## config.mk

```make
export PLATFORM = sky130hd
export DESIGN_NAME = adcsr_top
export DESIGN_NICKNAME = d
export VERILOG_FILES = /design/src/hw/adcsr_pkg.sv /design/src/hw/adcsr_ahb_slave.sv /design/src/hw/adcsr_sync_seq.sv /design/src/hw/adcsr_top.sv
export VERILOG_INCLUDE_DIRS = /design/src /design/src/hw
export SDC_FILE = /design/constraint.sdc
export NUM_CORES = 1
export LEC_CHECK = 0
export ABC_AREA = 1
export ABC_CLOCK_PERIOD_IN_PS = 1450
export BUFFER_PORTS_ARGS = -buffer_cell sky130_fd_sc_hd__buf_2
export CAP_MARGIN = 20
export CORE_MARGIN = 2
export CORE_UTILIZATION = 44
export CTS_BUF_LIST = sky130_fd_sc_hd__clkbuf_8
export DETAILED_ROUTE_END_ITERATION = 6
export PLACE_DENSITY = 0.86
export SLEW_MARGIN = 15
export SYNTH_ARGS = -nofsm -noshare
export SYNTH_HDL_FRONTEND = slang
export SYNTH_SLANG_ARGS = --single-unit
```

## constraint.sdc

```tcl
create_clock -name I_CLK -period 1.45 [get_ports I_CLK]
set_input_delay 0.29 -clock I_CLK [delete_from_list [all_inputs] [get_ports I_CLK]]
set_output_delay 0.29 -clock I_CLK [all_outputs]
set_load 0.03 [all_outputs]
```

## src/hw/adcsr_cfg.svh

```systemverilog
// constants for the converter status and control register block
`ifndef ADCSR_CFG_SVH
`define ADCSR_CFG_SVH

// register byte offsets
`define ADCSR_OFF_STATUS 8'h00
`define ADCSR_OFF_CTRL 8'h04

// status bit positions and reset value
`define ADCSR_ST_START_BIT 4
`define ADCSR_ST_DONE_BIT 1
`define ADCSR_ST_WD_BIT 0
`define ADCSR_STATUS_RST 32'h0000_0000

// control bit positions
`define ADCSR_CT_RWD_BIT 23
`define ADCSR_CT_SYNC_MSB 19
`define ADCSR_CT_SYNC_LSB 16
`define ADCSR_CT_DLEN_MSB 15
`define ADCSR_CT_DLEN_LSB 13
`define ADCSR_CT_DISC_BIT 11
`define ADCSR_CT_WATCHDOG_SINGLE_CHANNEL_BIT 9
`define ADCSR_CT_SCAN_BIT 8
`define ADCSR_CT_WDIE_BIT 6
`define ADCSR_CT_DONEIE_BIT 5
`define ADCSR_CT_CHAN_MSB 4
`define ADCSR_CT_CHAN_LSB 0
`define ADCSR_CTRL_MASK 32'h008f_eb7f
`define ADCSR_CTRL_RST 32'h0000_0000

// sync mode codes
`define ADCSR_SYNC_FREE 4'h0
`define ADCSR_SYNC_PAR 4'h6
`define ADCSR_SYNC_FAST 4'h7
`define ADCSR_SYNC_SLOW 4'h8

// follow-up delays in converter clock ticks
`define ADCSR_FAST_DLY 5'h07
`define ADCSR_SLOW_DLY 5'h0e

// highest legal watchdog channel
`define ADCSR_CHAN_MAX 5'h11

// bus encodings
`define ADCSR_HTRANS_NONSEQ 2'h2
`define ADCSR_HSIZE_WORD 3'h2

`endif

```

## src/hw/adcsr_pkg.sv

```systemverilog
// types for the converter status and control register block
package adcsr_pkg;

	typedef enum logic [1:0] {
		SEQ_IDLE,
		SEQ_WAIT_FIRST,
		SEQ_WAIT_SECOND
	} adcsr_seq_st_t;

	typedef struct packed {
		adcsr_seq_st_t st;
		logic [4:0] cnt;
		logic slow;
		logic start_first;
		logic start_second;
	} adcsr_seq_state_t;

	typedef struct packed {
		logic dphase;
		logic dwrite;
		logic [7:0] daddr;
		logic [31:0] rdata;
	} adcsr_bus_state_t;

	typedef struct packed {
		logic st_start;
		logic st_done;
		logic st_wd;
		logic [31:0] ctrl;
		logic [3:0] remain;
		logic group_done;
	} adcsr_top_state_t;

endpackage : adcsr_pkg

```

## src/hw/adcsr_ahb_slave.sv

```systemverilog
// zero-wait AHB-Lite slave front end for the register block
`timescale 1ns/100ps
`include "adcsr_cfg.svh"

module adcsr_ahb_slave
	import adcsr_pkg::*;
(
	input wire logic i_clk,
	input wire logic i_nrst,
	input wire logic i_ce,
	input wire logic i_hsel,
	input wire logic [31:0] i_haddr,
	input wire logic [1:0] i_htrans,
	input wire logic i_hwrite,
	input wire logic [2:0] i_hsize,
	input wire logic i_hready,
	input wire logic [31:0] i_hwdata,
	input wire logic [31:0] i_rd_value,
	output logic [7:0] o_rd_addr,
	output logic o_wr_en,
	output logic [7:0] o_wr_addr,
	output logic [31:0] o_wr_data,
	output logic [31:0] o_hrdata,
	output logic o_hreadyout,
	output logic o_hresp
);

	adcsr_bus_state_t s_q;
	adcsr_bus_state_t s_d;
	logic accept;

	// non-word transfers are taken but act as no-ops
	assign accept = i_hsel && (i_htrans == `ADCSR_HTRANS_NONSEQ) && i_hready
		&& (i_hsize == `ADCSR_HSIZE_WORD);

	always_comb begin
		s_d = s_q;
		s_d.dphase = accept;
		s_d.dwrite = accept && i_hwrite;
		s_d.daddr = i_haddr[7:0];
		s_d.rdata = (accept && !i_hwrite) ? i_rd_value : 32'h0000_0000;
	end

	always_ff @(posedge i_clk) begin
		if (!i_nrst) begin
			s_q <= '0;
		end else if (i_ce) begin
			s_q <= s_d;
		end
	end

	assign o_rd_addr = i_haddr[7:0];
	assign o_wr_en = s_q.dwrite;
	assign o_wr_addr = s_q.daddr;
	assign o_wr_data = i_hwdata;
	assign o_hrdata = s_q.rdata;
	// a low clock enable stalls the bus rather than losing a transfer
	assign o_hreadyout = i_ce;
	assign o_hresp = 1'b0;

endmodule : adcsr_ahb_slave

```

## src/hw/adcsr_sync_seq.sv

```systemverilog
// start sequencer for the dual-converter sync modes
`timescale 1ns/100ps
`include "adcsr_cfg.svh"

module adcsr_sync_seq
	import adcsr_pkg::*;
(
	input wire logic i_clk,
	input wire logic i_nrst,
	input wire logic i_ce,
	input wire logic i_trig,
	input wire logic i_tick,
	input wire logic [3:0] i_mode,
	output logic o_busy,
	output logic o_start_first,
	output logic o_start_second
);

	adcsr_seq_state_t s_q;
	adcsr_seq_state_t s_d;

	always_comb begin
		s_d = s_q;
		s_d.start_first = 1'b0;
		s_d.start_second = 1'b0;
		unique case (s_q.st)
			SEQ_IDLE: begin
				if (i_trig) begin
					// reserved codes fall back to independent starts
					unique case (i_mode)
						`ADCSR_SYNC_PAR: begin
							s_d.start_first = 1'b1;
							s_d.start_second = 1'b1;
						end
						`ADCSR_SYNC_FAST: begin
							s_d.start_second = 1'b1;
							s_d.cnt = `ADCSR_FAST_DLY;
							s_d.slow = 1'b0;
							s_d.st = SEQ_WAIT_FIRST;
						end
						`ADCSR_SYNC_SLOW: begin
							s_d.start_second = 1'b1;
							s_d.cnt = `ADCSR_SLOW_DLY;
							s_d.slow = 1'b1;
							s_d.st = SEQ_WAIT_FIRST;
						end
						default: begin
							s_d.start_first = 1'b1;
						end
					endcase
				end
			end
			SEQ_WAIT_FIRST: begin
				if (i_tick) begin
					if (s_q.cnt == 5'h01) begin
						s_d.start_first = 1'b1;
						if (s_q.slow) begin
							s_d.cnt = `ADCSR_SLOW_DLY;
							s_d.st = SEQ_WAIT_SECOND;
						end else begin
							s_d.st = SEQ_IDLE;
						end
					end else begin
						s_d.cnt = s_q.cnt - 5'h01;
					end
				end
			end
			SEQ_WAIT_SECOND: begin
				if (i_tick) begin
					if (s_q.cnt == 5'h01) begin
						s_d.start_second = 1'b1;
						s_d.st = SEQ_IDLE;
					end else begin
						s_d.cnt = s_q.cnt - 5'h01;
					end
				end
			end
			default: begin
				s_d.st = SEQ_IDLE;
			end
		endcase
	end

	always_ff @(posedge i_clk) begin
		if (!i_nrst) begin
			s_q <= '0;
		end else if (i_ce) begin
			s_q <= s_d;
		end
	end

	// triggers while a follow-up sequence runs are dropped
	assign o_busy = (s_q.st != SEQ_IDLE);
	assign o_start_first = s_q.start_first;
	assign o_start_second = s_q.start_second;

endmodule : adcsr_sync_seq

```

## src/hw/adcsr_top.sv

```systemverilog
// converter status and first control register block with AHB-Lite access
//
// Design decision made here: the AHB-Lite slave port.
`timescale 1ns/100ps
`include "adcsr_cfg.svh"

module adcsr_top
	import adcsr_pkg::*;
(
	input wire logic I_CLK,
	input wire logic I_NRST,
	input wire logic I_CE,
	input wire logic I_HSEL,
	input wire logic [31:0] I_HADDR,
	input wire logic [1:0] I_HTRANS,
	input wire logic I_HWRITE,
	input wire logic [2:0] I_HSIZE,
	input wire logic I_HREADY,
	input wire logic [31:0] I_HWDATA,
	output logic [31:0] O_HRDATA,
	output logic O_HREADYOUT,
	output logic O_HRESP,
	input wire logic I_IS_SECOND,
	input wire logic I_TRIG,
	input wire logic I_ADC_TICK,
	input wire logic I_CONV_START,
	input wire logic I_CONV_DONE,
	input wire logic I_CHAN_DONE,
	input wire logic I_CONV_VALID,
	input wire logic [11:0] I_CONV_DATA,
	input wire logic [4:0] I_CONV_CHAN,
	input wire logic [11:0] I_WD_LOW,
	input wire logic [11:0] I_WD_HIGH,
	input wire logic I_RESULT_READ,
	input wire logic I_PEER_IRQ,
	output logic O_START_FIRST,
	output logic O_START_SECOND,
	output logic [3:0] O_SYNC_MODE,
	output logic O_RWD_EN,
	output logic O_DISC_EN,
	output logic [3:0] O_DISC_REMAIN,
	output logic O_GROUP_DONE,
	output logic O_SCAN_EN,
	output logic O_WD_SINGLE,
	output logic [4:0] O_WD_CHAN,
	output logic O_IRQ_OWN,
	output logic O_IRQ
);

	adcsr_top_state_t s_q;
	adcsr_top_state_t s_d;
	logic [7:0] rd_addr;
	logic wr_en;
	logic [7:0] wr_addr;
	logic [31:0] wr_data;
	logic [31:0] rd_value;
	logic [31:0] status_word;
	logic wr_status;
	logic wr_ctrl;
	logic rwd_en;
	logic disc_en;
	logic scan_en;
	logic wd_single;
	logic done_ie;
	logic wd_ie;
	logic [3:0] sync_field;
	logic [3:0] sync_eff;
	logic [2:0] group_len;
	logic [4:0] wd_chan;
	logic wd_out_of_band;
	logic wd_chan_match;
	logic wd_hit;
	logic seq_busy;
	logic seq_first;
	logic seq_second;

	adcsr_ahb_slave u_bus (
		.i_clk(I_CLK),
		.i_nrst(I_NRST),
		.i_ce(I_CE),
		.i_hsel(I_HSEL),
		.i_haddr(I_HADDR),
		.i_htrans(I_HTRANS),
		.i_hwrite(I_HWRITE),
		.i_hsize(I_HSIZE),
		.i_hready(I_HREADY),
		.i_hwdata(I_HWDATA),
		.i_rd_value(rd_value),
		.o_rd_addr(rd_addr),
		.o_wr_en(wr_en),
		.o_wr_addr(wr_addr),
		.o_wr_data(wr_data),
		.o_hrdata(O_HRDATA),
		.o_hreadyout(O_HREADYOUT),
		.o_hresp(O_HRESP)
	);

	// control field decode
	assign rwd_en = s_q.ctrl[`ADCSR_CT_RWD_BIT];
	assign sync_field = s_q.ctrl[`ADCSR_CT_SYNC_MSB:`ADCSR_CT_SYNC_LSB];
	assign group_len = s_q.ctrl[`ADCSR_CT_DLEN_MSB:`ADCSR_CT_DLEN_LSB];
	assign disc_en = s_q.ctrl[`ADCSR_CT_DISC_BIT];
	assign wd_single = s_q.ctrl[`ADCSR_CT_WATCHDOG_SINGLE_CHANNEL_BIT];
	assign scan_en = s_q.ctrl[`ADCSR_CT_SCAN_BIT];
	assign wd_ie = s_q.ctrl[`ADCSR_CT_WDIE_BIT];
	assign done_ie = s_q.ctrl[`ADCSR_CT_DONEIE_BIT];
	assign wd_chan = s_q.ctrl[`ADCSR_CT_CHAN_MSB:`ADCSR_CT_CHAN_LSB];

	// the second instance keeps its field readable but never acts on it
	assign sync_eff = I_IS_SECOND ? `ADCSR_SYNC_FREE : sync_field;

	adcsr_sync_seq u_seq (
		.i_clk(I_CLK),
		.i_nrst(I_NRST),
		.i_ce(I_CE),
		.i_trig(I_TRIG),
		.i_tick(I_ADC_TICK),
		.i_mode(sync_eff),
		.o_busy(seq_busy),
		.o_start_first(seq_first),
		.o_start_second(seq_second)
	);

	// watchdog compare on each converted value
	assign wd_out_of_band = (I_CONV_DATA < I_WD_LOW) || (I_CONV_DATA > I_WD_HIGH);
	// reserved channel codes never match, so in scan single-channel mode they never raise the flag
	assign wd_chan_match = (I_CONV_CHAN == wd_chan) && (wd_chan <= `ADCSR_CHAN_MAX);
	assign wd_hit = rwd_en && I_CONV_VALID && wd_out_of_band
		&& (!(scan_en && wd_single) || wd_chan_match);

	assign wr_status = wr_en && (wr_addr == `ADCSR_OFF_STATUS);
	assign wr_ctrl = wr_en && (wr_addr == `ADCSR_OFF_CTRL);

	always_comb begin
		status_word = `ADCSR_STATUS_RST;
		status_word[`ADCSR_ST_START_BIT] = s_q.st_start;
		status_word[`ADCSR_ST_DONE_BIT] = s_q.st_done;
		status_word[`ADCSR_ST_WD_BIT] = s_q.st_wd;
	end

	always_comb begin
		unique case (rd_addr)
			`ADCSR_OFF_STATUS: rd_value = status_word;
			`ADCSR_OFF_CTRL: rd_value = s_q.ctrl;
			default: rd_value = 32'h0000_0000;
		endcase
	end

	always_comb begin
		s_d = s_q;
		s_d.group_done = 1'b0;
		// in each flag the hardware set is applied last so it wins a clash
		if (wr_status && !wr_data[`ADCSR_ST_START_BIT]) begin
			s_d.st_start = 1'b0;
		end
		if (I_CONV_START) begin
			s_d.st_start = 1'b1;
		end
		if ((wr_status && !wr_data[`ADCSR_ST_DONE_BIT]) || I_RESULT_READ) begin
			s_d.st_done = 1'b0;
		end
		if (I_CONV_DONE) begin
			s_d.st_done = 1'b1;
		end
		if (wr_status && !wr_data[`ADCSR_ST_WD_BIT]) begin
			s_d.st_wd = 1'b0;
		end
		if (wd_hit) begin
			s_d.st_wd = 1'b1;
		end
		if (wr_ctrl) begin
			s_d.ctrl = wr_data & `ADCSR_CTRL_MASK;
		end
		// discontinuous group counter, reloaded by every trigger while discontinuous mode is enabled
		if (I_TRIG && disc_en) begin
			s_d.remain = {1'b0, group_len} + 4'h1;
		end else if (I_CHAN_DONE && (s_q.remain != 4'h0)) begin
			s_d.remain = s_q.remain - 4'h1;
			s_d.group_done = (s_q.remain == 4'h1);
		end
	end

	always_ff @(posedge I_CLK) begin
		if (!I_NRST) begin
			s_q <= '0;
		end else if (I_CE) begin
			s_q <= s_d;
		end
	end

	assign O_START_FIRST = seq_first;
	assign O_START_SECOND = seq_second;
	assign O_SYNC_MODE = sync_eff;
	assign O_RWD_EN = rwd_en;
	assign O_DISC_EN = disc_en;
	assign O_DISC_REMAIN = s_q.remain;
	assign O_GROUP_DONE = s_q.group_done;
	assign O_SCAN_EN = scan_en;
	assign O_WD_SINGLE = wd_single;
	assign O_WD_CHAN = wd_chan;
	// the start flag has no enable and so never requests an interrupt
	assign O_IRQ_OWN = (s_q.st_done && done_ie) || (s_q.st_wd && wd_ie);
	assign O_IRQ = O_IRQ_OWN || I_PEER_IRQ;

	// helper: converter ticks counted while the sequencer is busy since the last accepted trigger
	logic [5:0] help_cnt_q;
	logic [3:0] help_mode_q;

	always_ff @(posedge I_CLK) begin
		if (!I_NRST) begin
			help_cnt_q <= 6'h00;
			help_mode_q <= 4'h0;
		end else if (I_CE) begin
			if (I_TRIG && !seq_busy) begin
				help_cnt_q <= 6'h00;
				help_mode_q <= sync_eff;
			end else if (I_ADC_TICK && seq_busy) begin
				help_cnt_q <= help_cnt_q + 6'h01;
			end
		end
	end
endmodule : adcsr_top
```

# Word-level counts from Yosys, hierarchy flattened
# Cells that the tools add are included.
# totals
elab_cells	119
regBits	77
# classes
n_addsub	3
order_cmp	3
eq_ne	20
n_reduce_logical	49
n_mux	30
# ops
cell	n
24-bit case mux with 2 select lines	1
24-bit 2-to-1 mux	1
5-bit 2-to-1 mux	4
1-bit logical AND	19
8-bit by 3-bit equality test with 1-bit output, second input constant	2
8-bit logical NOT	2
8-bit case mux with 2 select lines	1
5-bit case mux with 3 select lines	1
7-bit 2-to-1 mux	2
12-bit > comparator	1
12-bit < comparator	1
1-bit 2-to-1 mux	11
10-bit 2-to-1 mux	1
2-bit AND reduction	5
2-bit nonzero test	5
4-bit by 3-bit equality test with 1-bit output, second input constant	2
4-bit 2-to-1 mux	2
2-bit != test, second input constant	4
8-bit AND reduction	1
7-bit AND reduction	1
2-bit 2-to-1 mux	3
2-bit case mux with 3 select lines	1
5-bit by 1-bit equality test with 1-bit output, second input constant	1
5-bit equality test	1
other kinds (21)	32

# Longest topological paths before layout
# logic_depth
word_depth	6
mapped_depth	13
depth_no_buf	13

# Hierarchy
# Synthesis repeated with hierarchy kept, for this count alone.
# hier_totals
hier_cells	688
area_unflattened_um2	4892.2
# by_module_without_submodules
module	area_per_inst_um2	cells_each	seq_area_each_um2	instances
adcsr_top	2117.0	319	520.5	1
adcsr_ahb_slave	1978.1	237	820.8	1
adcsr_sync_seq	797.0	132	200.2	1

# Least setup slack after synthesis
# OpenSTA, ideal clock, no wires.
# synth_timing
path_type	register to register
start	register s_q[23] in the netlist's numbering
end	register u_seq.s_q[5] in the netlist's numbering
required_time_ps	1334
synth_period_minus_slack_ps	1445
setup_slack_ps	5
t_arrival_ps	1329
n_path_buf	0
path_stages_with_launch	8
cell_sequence	dfxtp_1 inv_1 nor2_2 nand4_1 nand3_1 nand3_2 o21ai_0 nor2_1
# synth_via
elab_chain_cells	4
# synth_rtl
item	line	rtl
from (decl)	adcsr_top.sv:50	adcsr_top_state_t s_q;
from (signal assigned)	adcsr_top.sv:185	s_q <= '0;
from (signal assigned)	adcsr_top.sv:187	s_q <= s_d;
4-bit 2-to-1 mux *	adcsr_top.sv:110	assign sync_eff = I_IS_SECOND ? `ADCSR_SYNC_FREE : sync_field;
named net O_SYNC_MODE[2]	adcsr_top.sv:38	output logic [3:0] O_SYNC_MODE,
4-bit by 3-bit equality test with 1-bit output or 4-bit equality test (tied branches)	adcsr_sync_seq.sv:30	unique case (i_mode)
3-bit != test (no line) *	--	
8-bit AND reduction (no line) *	--	
to (signal assigned)	adcsr_sync_seq.sv:86	s_q <= '0;
to (signal assigned)	adcsr_sync_seq.sv:88	s_q <= s_d;
to (decl)	adcsr_sync_seq.sv:19	adcsr_seq_state_t s_q;
# The timed path passes the listed nets; every way through them passes the cells marked *.
# A chain may end at the register's enable or synchronous reset.

# Worst setup path after layout
# layout_timing
start	register s_q[37] in the netlist's numbering
end	output port O_IRQ
# layout_via
elab_chain_cells	3
# layout_rtl
item	line	rtl
1-bit logical AND	adcsr_top.sv:202	assign O_IRQ_OWN = (s_q.st_done && done_ie) || (s_q.st_wd && wd_ie);
1-bit logical OR	adcsr_top.sv:202	
1-bit logical OR	adcsr_top.sv:203	assign O_IRQ = O_IRQ_OWN || I_PEER_IRQ;
to (decl)	adcsr_top.sv:47	output logic O_IRQ
# No other way between the ends.

==> impl_results.md <==
* Post-Synthesis Cell Area at about 3900 um^2
* Bufs on Longest Clock Path at 2
* Top fanout value on the critical path at 2
* Synth Instances at 554
* Buffers plus inverters on the worst setup path at 1
* Yosys warns at 0
* Placer Congestion at roughly 0.87
* Hold path endpoint: O_WD_CHAN[2]$_SDFFE_PN0P_
* Main synth FF type: dfxtp_1
* Nets at ~860
* Placed Instances at 790
* Top delay family on crit path: flip-flops
* LEAKAGE at 2.73 nW
* Initial antenna violation count at 1
* Antenna-violating nets left at 0
* Post-Syn Area per Cell at approximately 7.1 um^2
* Final Hold Fails at 0
* Post-synth ARST share at 0%
* Vias post-DR at 3998
* Failing checks: setup timing
* Status: finished, violations left
* Share of total power in the clock network at 38.9%
* Slew Limit Fails at 0
* FF-to-FF End: O_WD_CHAN[4]$_SDFFE_PN0P_
* Router iterations before antenna repair at 5
* Tcrit/Tclk final at 108%
* Residual DRC at 0
* Internal Pwr Total at 2.75 mW
* Top-Level Pins at 181
* Total grt overflow at 0
* CP Cell Sequence: a22o_1, or2_4, buf_6
* WP data required at roughly 1.2 ns
* H-tree lvl count at 3
* Setup WS pre-CTS at -0.0831 ns
* Crit Path Category: register to output port
* Startpoint types: register
* Area grow syn2layout at 31.5%
* Reg clk slew, reported paths at 0.07 ns
* Arrival time at the worst endpoint at 1.27 ns
* Row count at 34
* Final Setup Violations at 7
* Reg2reg start: u_bus.o_wr_addr[7]$_SDFFE_PN0P_
* Final worst slack at -0.111 ns
* Worst stage delay on the critical path at 0.33 ns
* Die area at a little under 10000 um^2
* R2R depth at 7
* R2R Setup Slk at -0.02 ns
* Chip Height at 98.7 um
* First-pass GRT wire length at 16300 um
* Sw Share at between 20% and 30%
* Clock Skews at 0.00737 ns
* Crit path max-delay cell type: dfxtp_2
* Layout cells sized above 1 at 36.8%
* Largest net degree at the start of global routing at 29
* Vias in the first global route at 3743
* Hold bufs inserted after CTS at 0
* Hold wc startpoint: I_HWDATA[2]
* Cell variety after synth at 42
* TritonCTS clock tree: done
* Synth Register Bits at 63
* CTS Buf Count at 9
* Switch Pwr at 1.03 mW
* DP HPWL at 7660 um
* WL/cell at 12.6 um
* Post-synth EDFFs at 0
* Worst setup EP type: output port
* Hold WS at approximately 0.17 ns
* Part of the power in registers at between 40% and 50%
* RSZ-0062 raised after global routing: true
* Power per cell area at approximately 730 nW/um^2
* Setup tns final at -0.182 ns
* IO buf count at 127
* Worst Hold Class: primary input to register
* Fin cells at 812
* # fillers at 770
* Overall routing resource usage at about a fifth
* Max-Cap Viols at 0
* Starting Density at 45.2%
* Hold depth at 3
* Root Buffer: clkbuf_8
* Fmax at ~0.64 GHz
* Crit path time final at 1.56 ns
* Clk_lat worst skew at ~0.34 ns
* Core Area at just under 9000 um^2
* Comb power frac at 14.4%
* Post-Route WL at 10300 um
* Number of DRC markers in iteration 0 at around 110
* VDD IR max at 474 uV
* Worst Setup SP: s_q[37]$_SDFFE_PN0P_
* Register area share after synthesis at roughly a third
* Via density at 4.92
* CTS sink cnt at 63
* Die W at 98.7 um
* Ant diodes at 0
## how the worst max path moves through the flow
stage	to	slack, ns	cells past startpoint
2_1_floorplan	u_seq.s_q[5]$_SDFFE_PN0P_	0.005	7
6_report	O_IRQ	-0.11	3
3_3_place_gp	u_seq.s_q[3]$_SDFFE_PN0P_	-0.05	9
4_1_cts	O_IRQ	-0.13	3
3_5_place_dp	u_seq.s_q[3]$_SDFFE_PN0P_	-0.08	9
5_1_grt	O_IRQ	-0.16	3
## power by group through the flow
| stage | clock network, mW | logic, mW | registers (mW) |
|---|---|---|---|
| final | 1.47 | 0.544 | 1.77 |
| after CTS | 1.51 | 0.529 | 1.77 |
| after global routing | 1.61 | 0.614 | 1.77 |
| after floorplan | 0 | 0.344 | 1.81 |
| after global placement | 0 | 0.512 | 1.80 |
| after detailed placement | 0 | 0.523 | 1.81 |
## sequential cells by signal, indices dropped and copies added, names as in the netlist
register	cells
O_RWD_EN	1
O_DISC_REMAIN	4
u_seq.s_q	8
done_ie	1
O_DISC_EN	1
group_len	3
u_bus.o_hrdata	18
O_WD_SINGLE	1
u_seq.o_start_first	1
O_SCAN_EN	1
O_WD_CHAN	5
u_bus.o_wr_addr	8
O_GROUP_DONE	1
u_bus.o_wr_en	1
s_q	8
u_seq.o_start_second	1
## tightest hold or removal path: cells and delay by family
kind / cells / cell delay (ns)
buffers and inverters: 2 / 0.14
AO/OA/AOI/OAI: 1 / 0.04
## what timing repair did
| action | CTS | global route |
|---|---|---|
| gates resized for setup | 13 | 75 |
| setup buffers | 2 | 3 |
| endpoints found under the setup margin | 10 | 24 |
| cloned | 0 | 1 |
| pin swaps | 3 | 17 |
## final cells by class
class	count	area [um^2]	area share [%]
repair buffers	163	946	18.2
multi-input cells	365	2260	43.7
inverters	97	369	7.12
well taps	108	135	2.60
clock buffers	9	124	2.39
clock inverters	7	65.1	1.25
flip-flops and latches	63	1280	24.7
## layer usage
| metal | up-vias | GRT usage, % | part of all wire, % |
|---|---|---|---|
| met1 | 1779 | 24.0 | 42 |
| met3 | 28 | 6.38 | 7.4 |
| li1 | 2047 | - | - |
| met2 | 142 | 35.0 | 48 |
| met5 | - | 0 | 0.11 |
| met4 | 2 | 7.69 | 2.6 |
## cell families (layout without fill, tap and decap cells)
group / Yosys count / in the layout / synth area share, %
buffers and inverters: 140 / 276 / 16.7
flip-flops: 63 / 63 / 32.0
XOR/XNOR: 6 / 6 / 1.33
adder cells (fa/ha/maj): 32 / 32 / 10.1
other: 1 / 15 / 0.0951
AND/OR/NAND/NOR: 190 / 190 / 22.1
AO/OA/AOI/OAI: 121 / 121 / 17.4
multiplexers: 1 / 1 / 0.254
## cells in the final DEF, fill, tap and decap left out, drive strengths merged, types with 15 or more instances in the layout
master    n
nor2     39
buf     163
ha       32
nand2    91
conb     15
a21oi    62
inv      98
dfxtp    63
o21ai    44
nand3    38
## synth_stat cells (2+ instances only)
cell type	instances	area, um^2
buf_6	3	33.8
xnor2_1	2	17.5
a21oi_2	12	105
nor3_2	2	20.0
nand3_1	37	185
a21oi_1	50	250
a21o_1	2	15.0
nand4_2	2	25.0
inv_2	3	11.3
nor2_1	38	143
a211oi_1	2	15.0
clkbuf_1	5	18.8
ha_1	32	400
buf_1	4	15.0
buf_4	28	210
xor2_1	4	35.0
inv_1	94	353
a31oi_1	4	25.0
buf_2	3	15.0
o31ai_1	2	15.0
o21ai_0	30	150
dfxtp_1	63	1260
or2_2	2	12.5
nand2_1	91	342
nand4_1	9	56.3
o21ai_1	13	65.1
or2_4	2	17.5
## stage by stage
step           power, mW  cell area, um^2  utilization, %
6_report            3.78             5190            59.5
5_1_grt             3.99             5190            59.5
4_1_cts             3.80             4950            56.8
3_5_place_dp        2.33             4710            54.0
3_3_place_gp        2.32             4710            54.0
2_1_floorplan       2.16             4000               -
No activity file was read; power rests on OpenSTA's default activity.
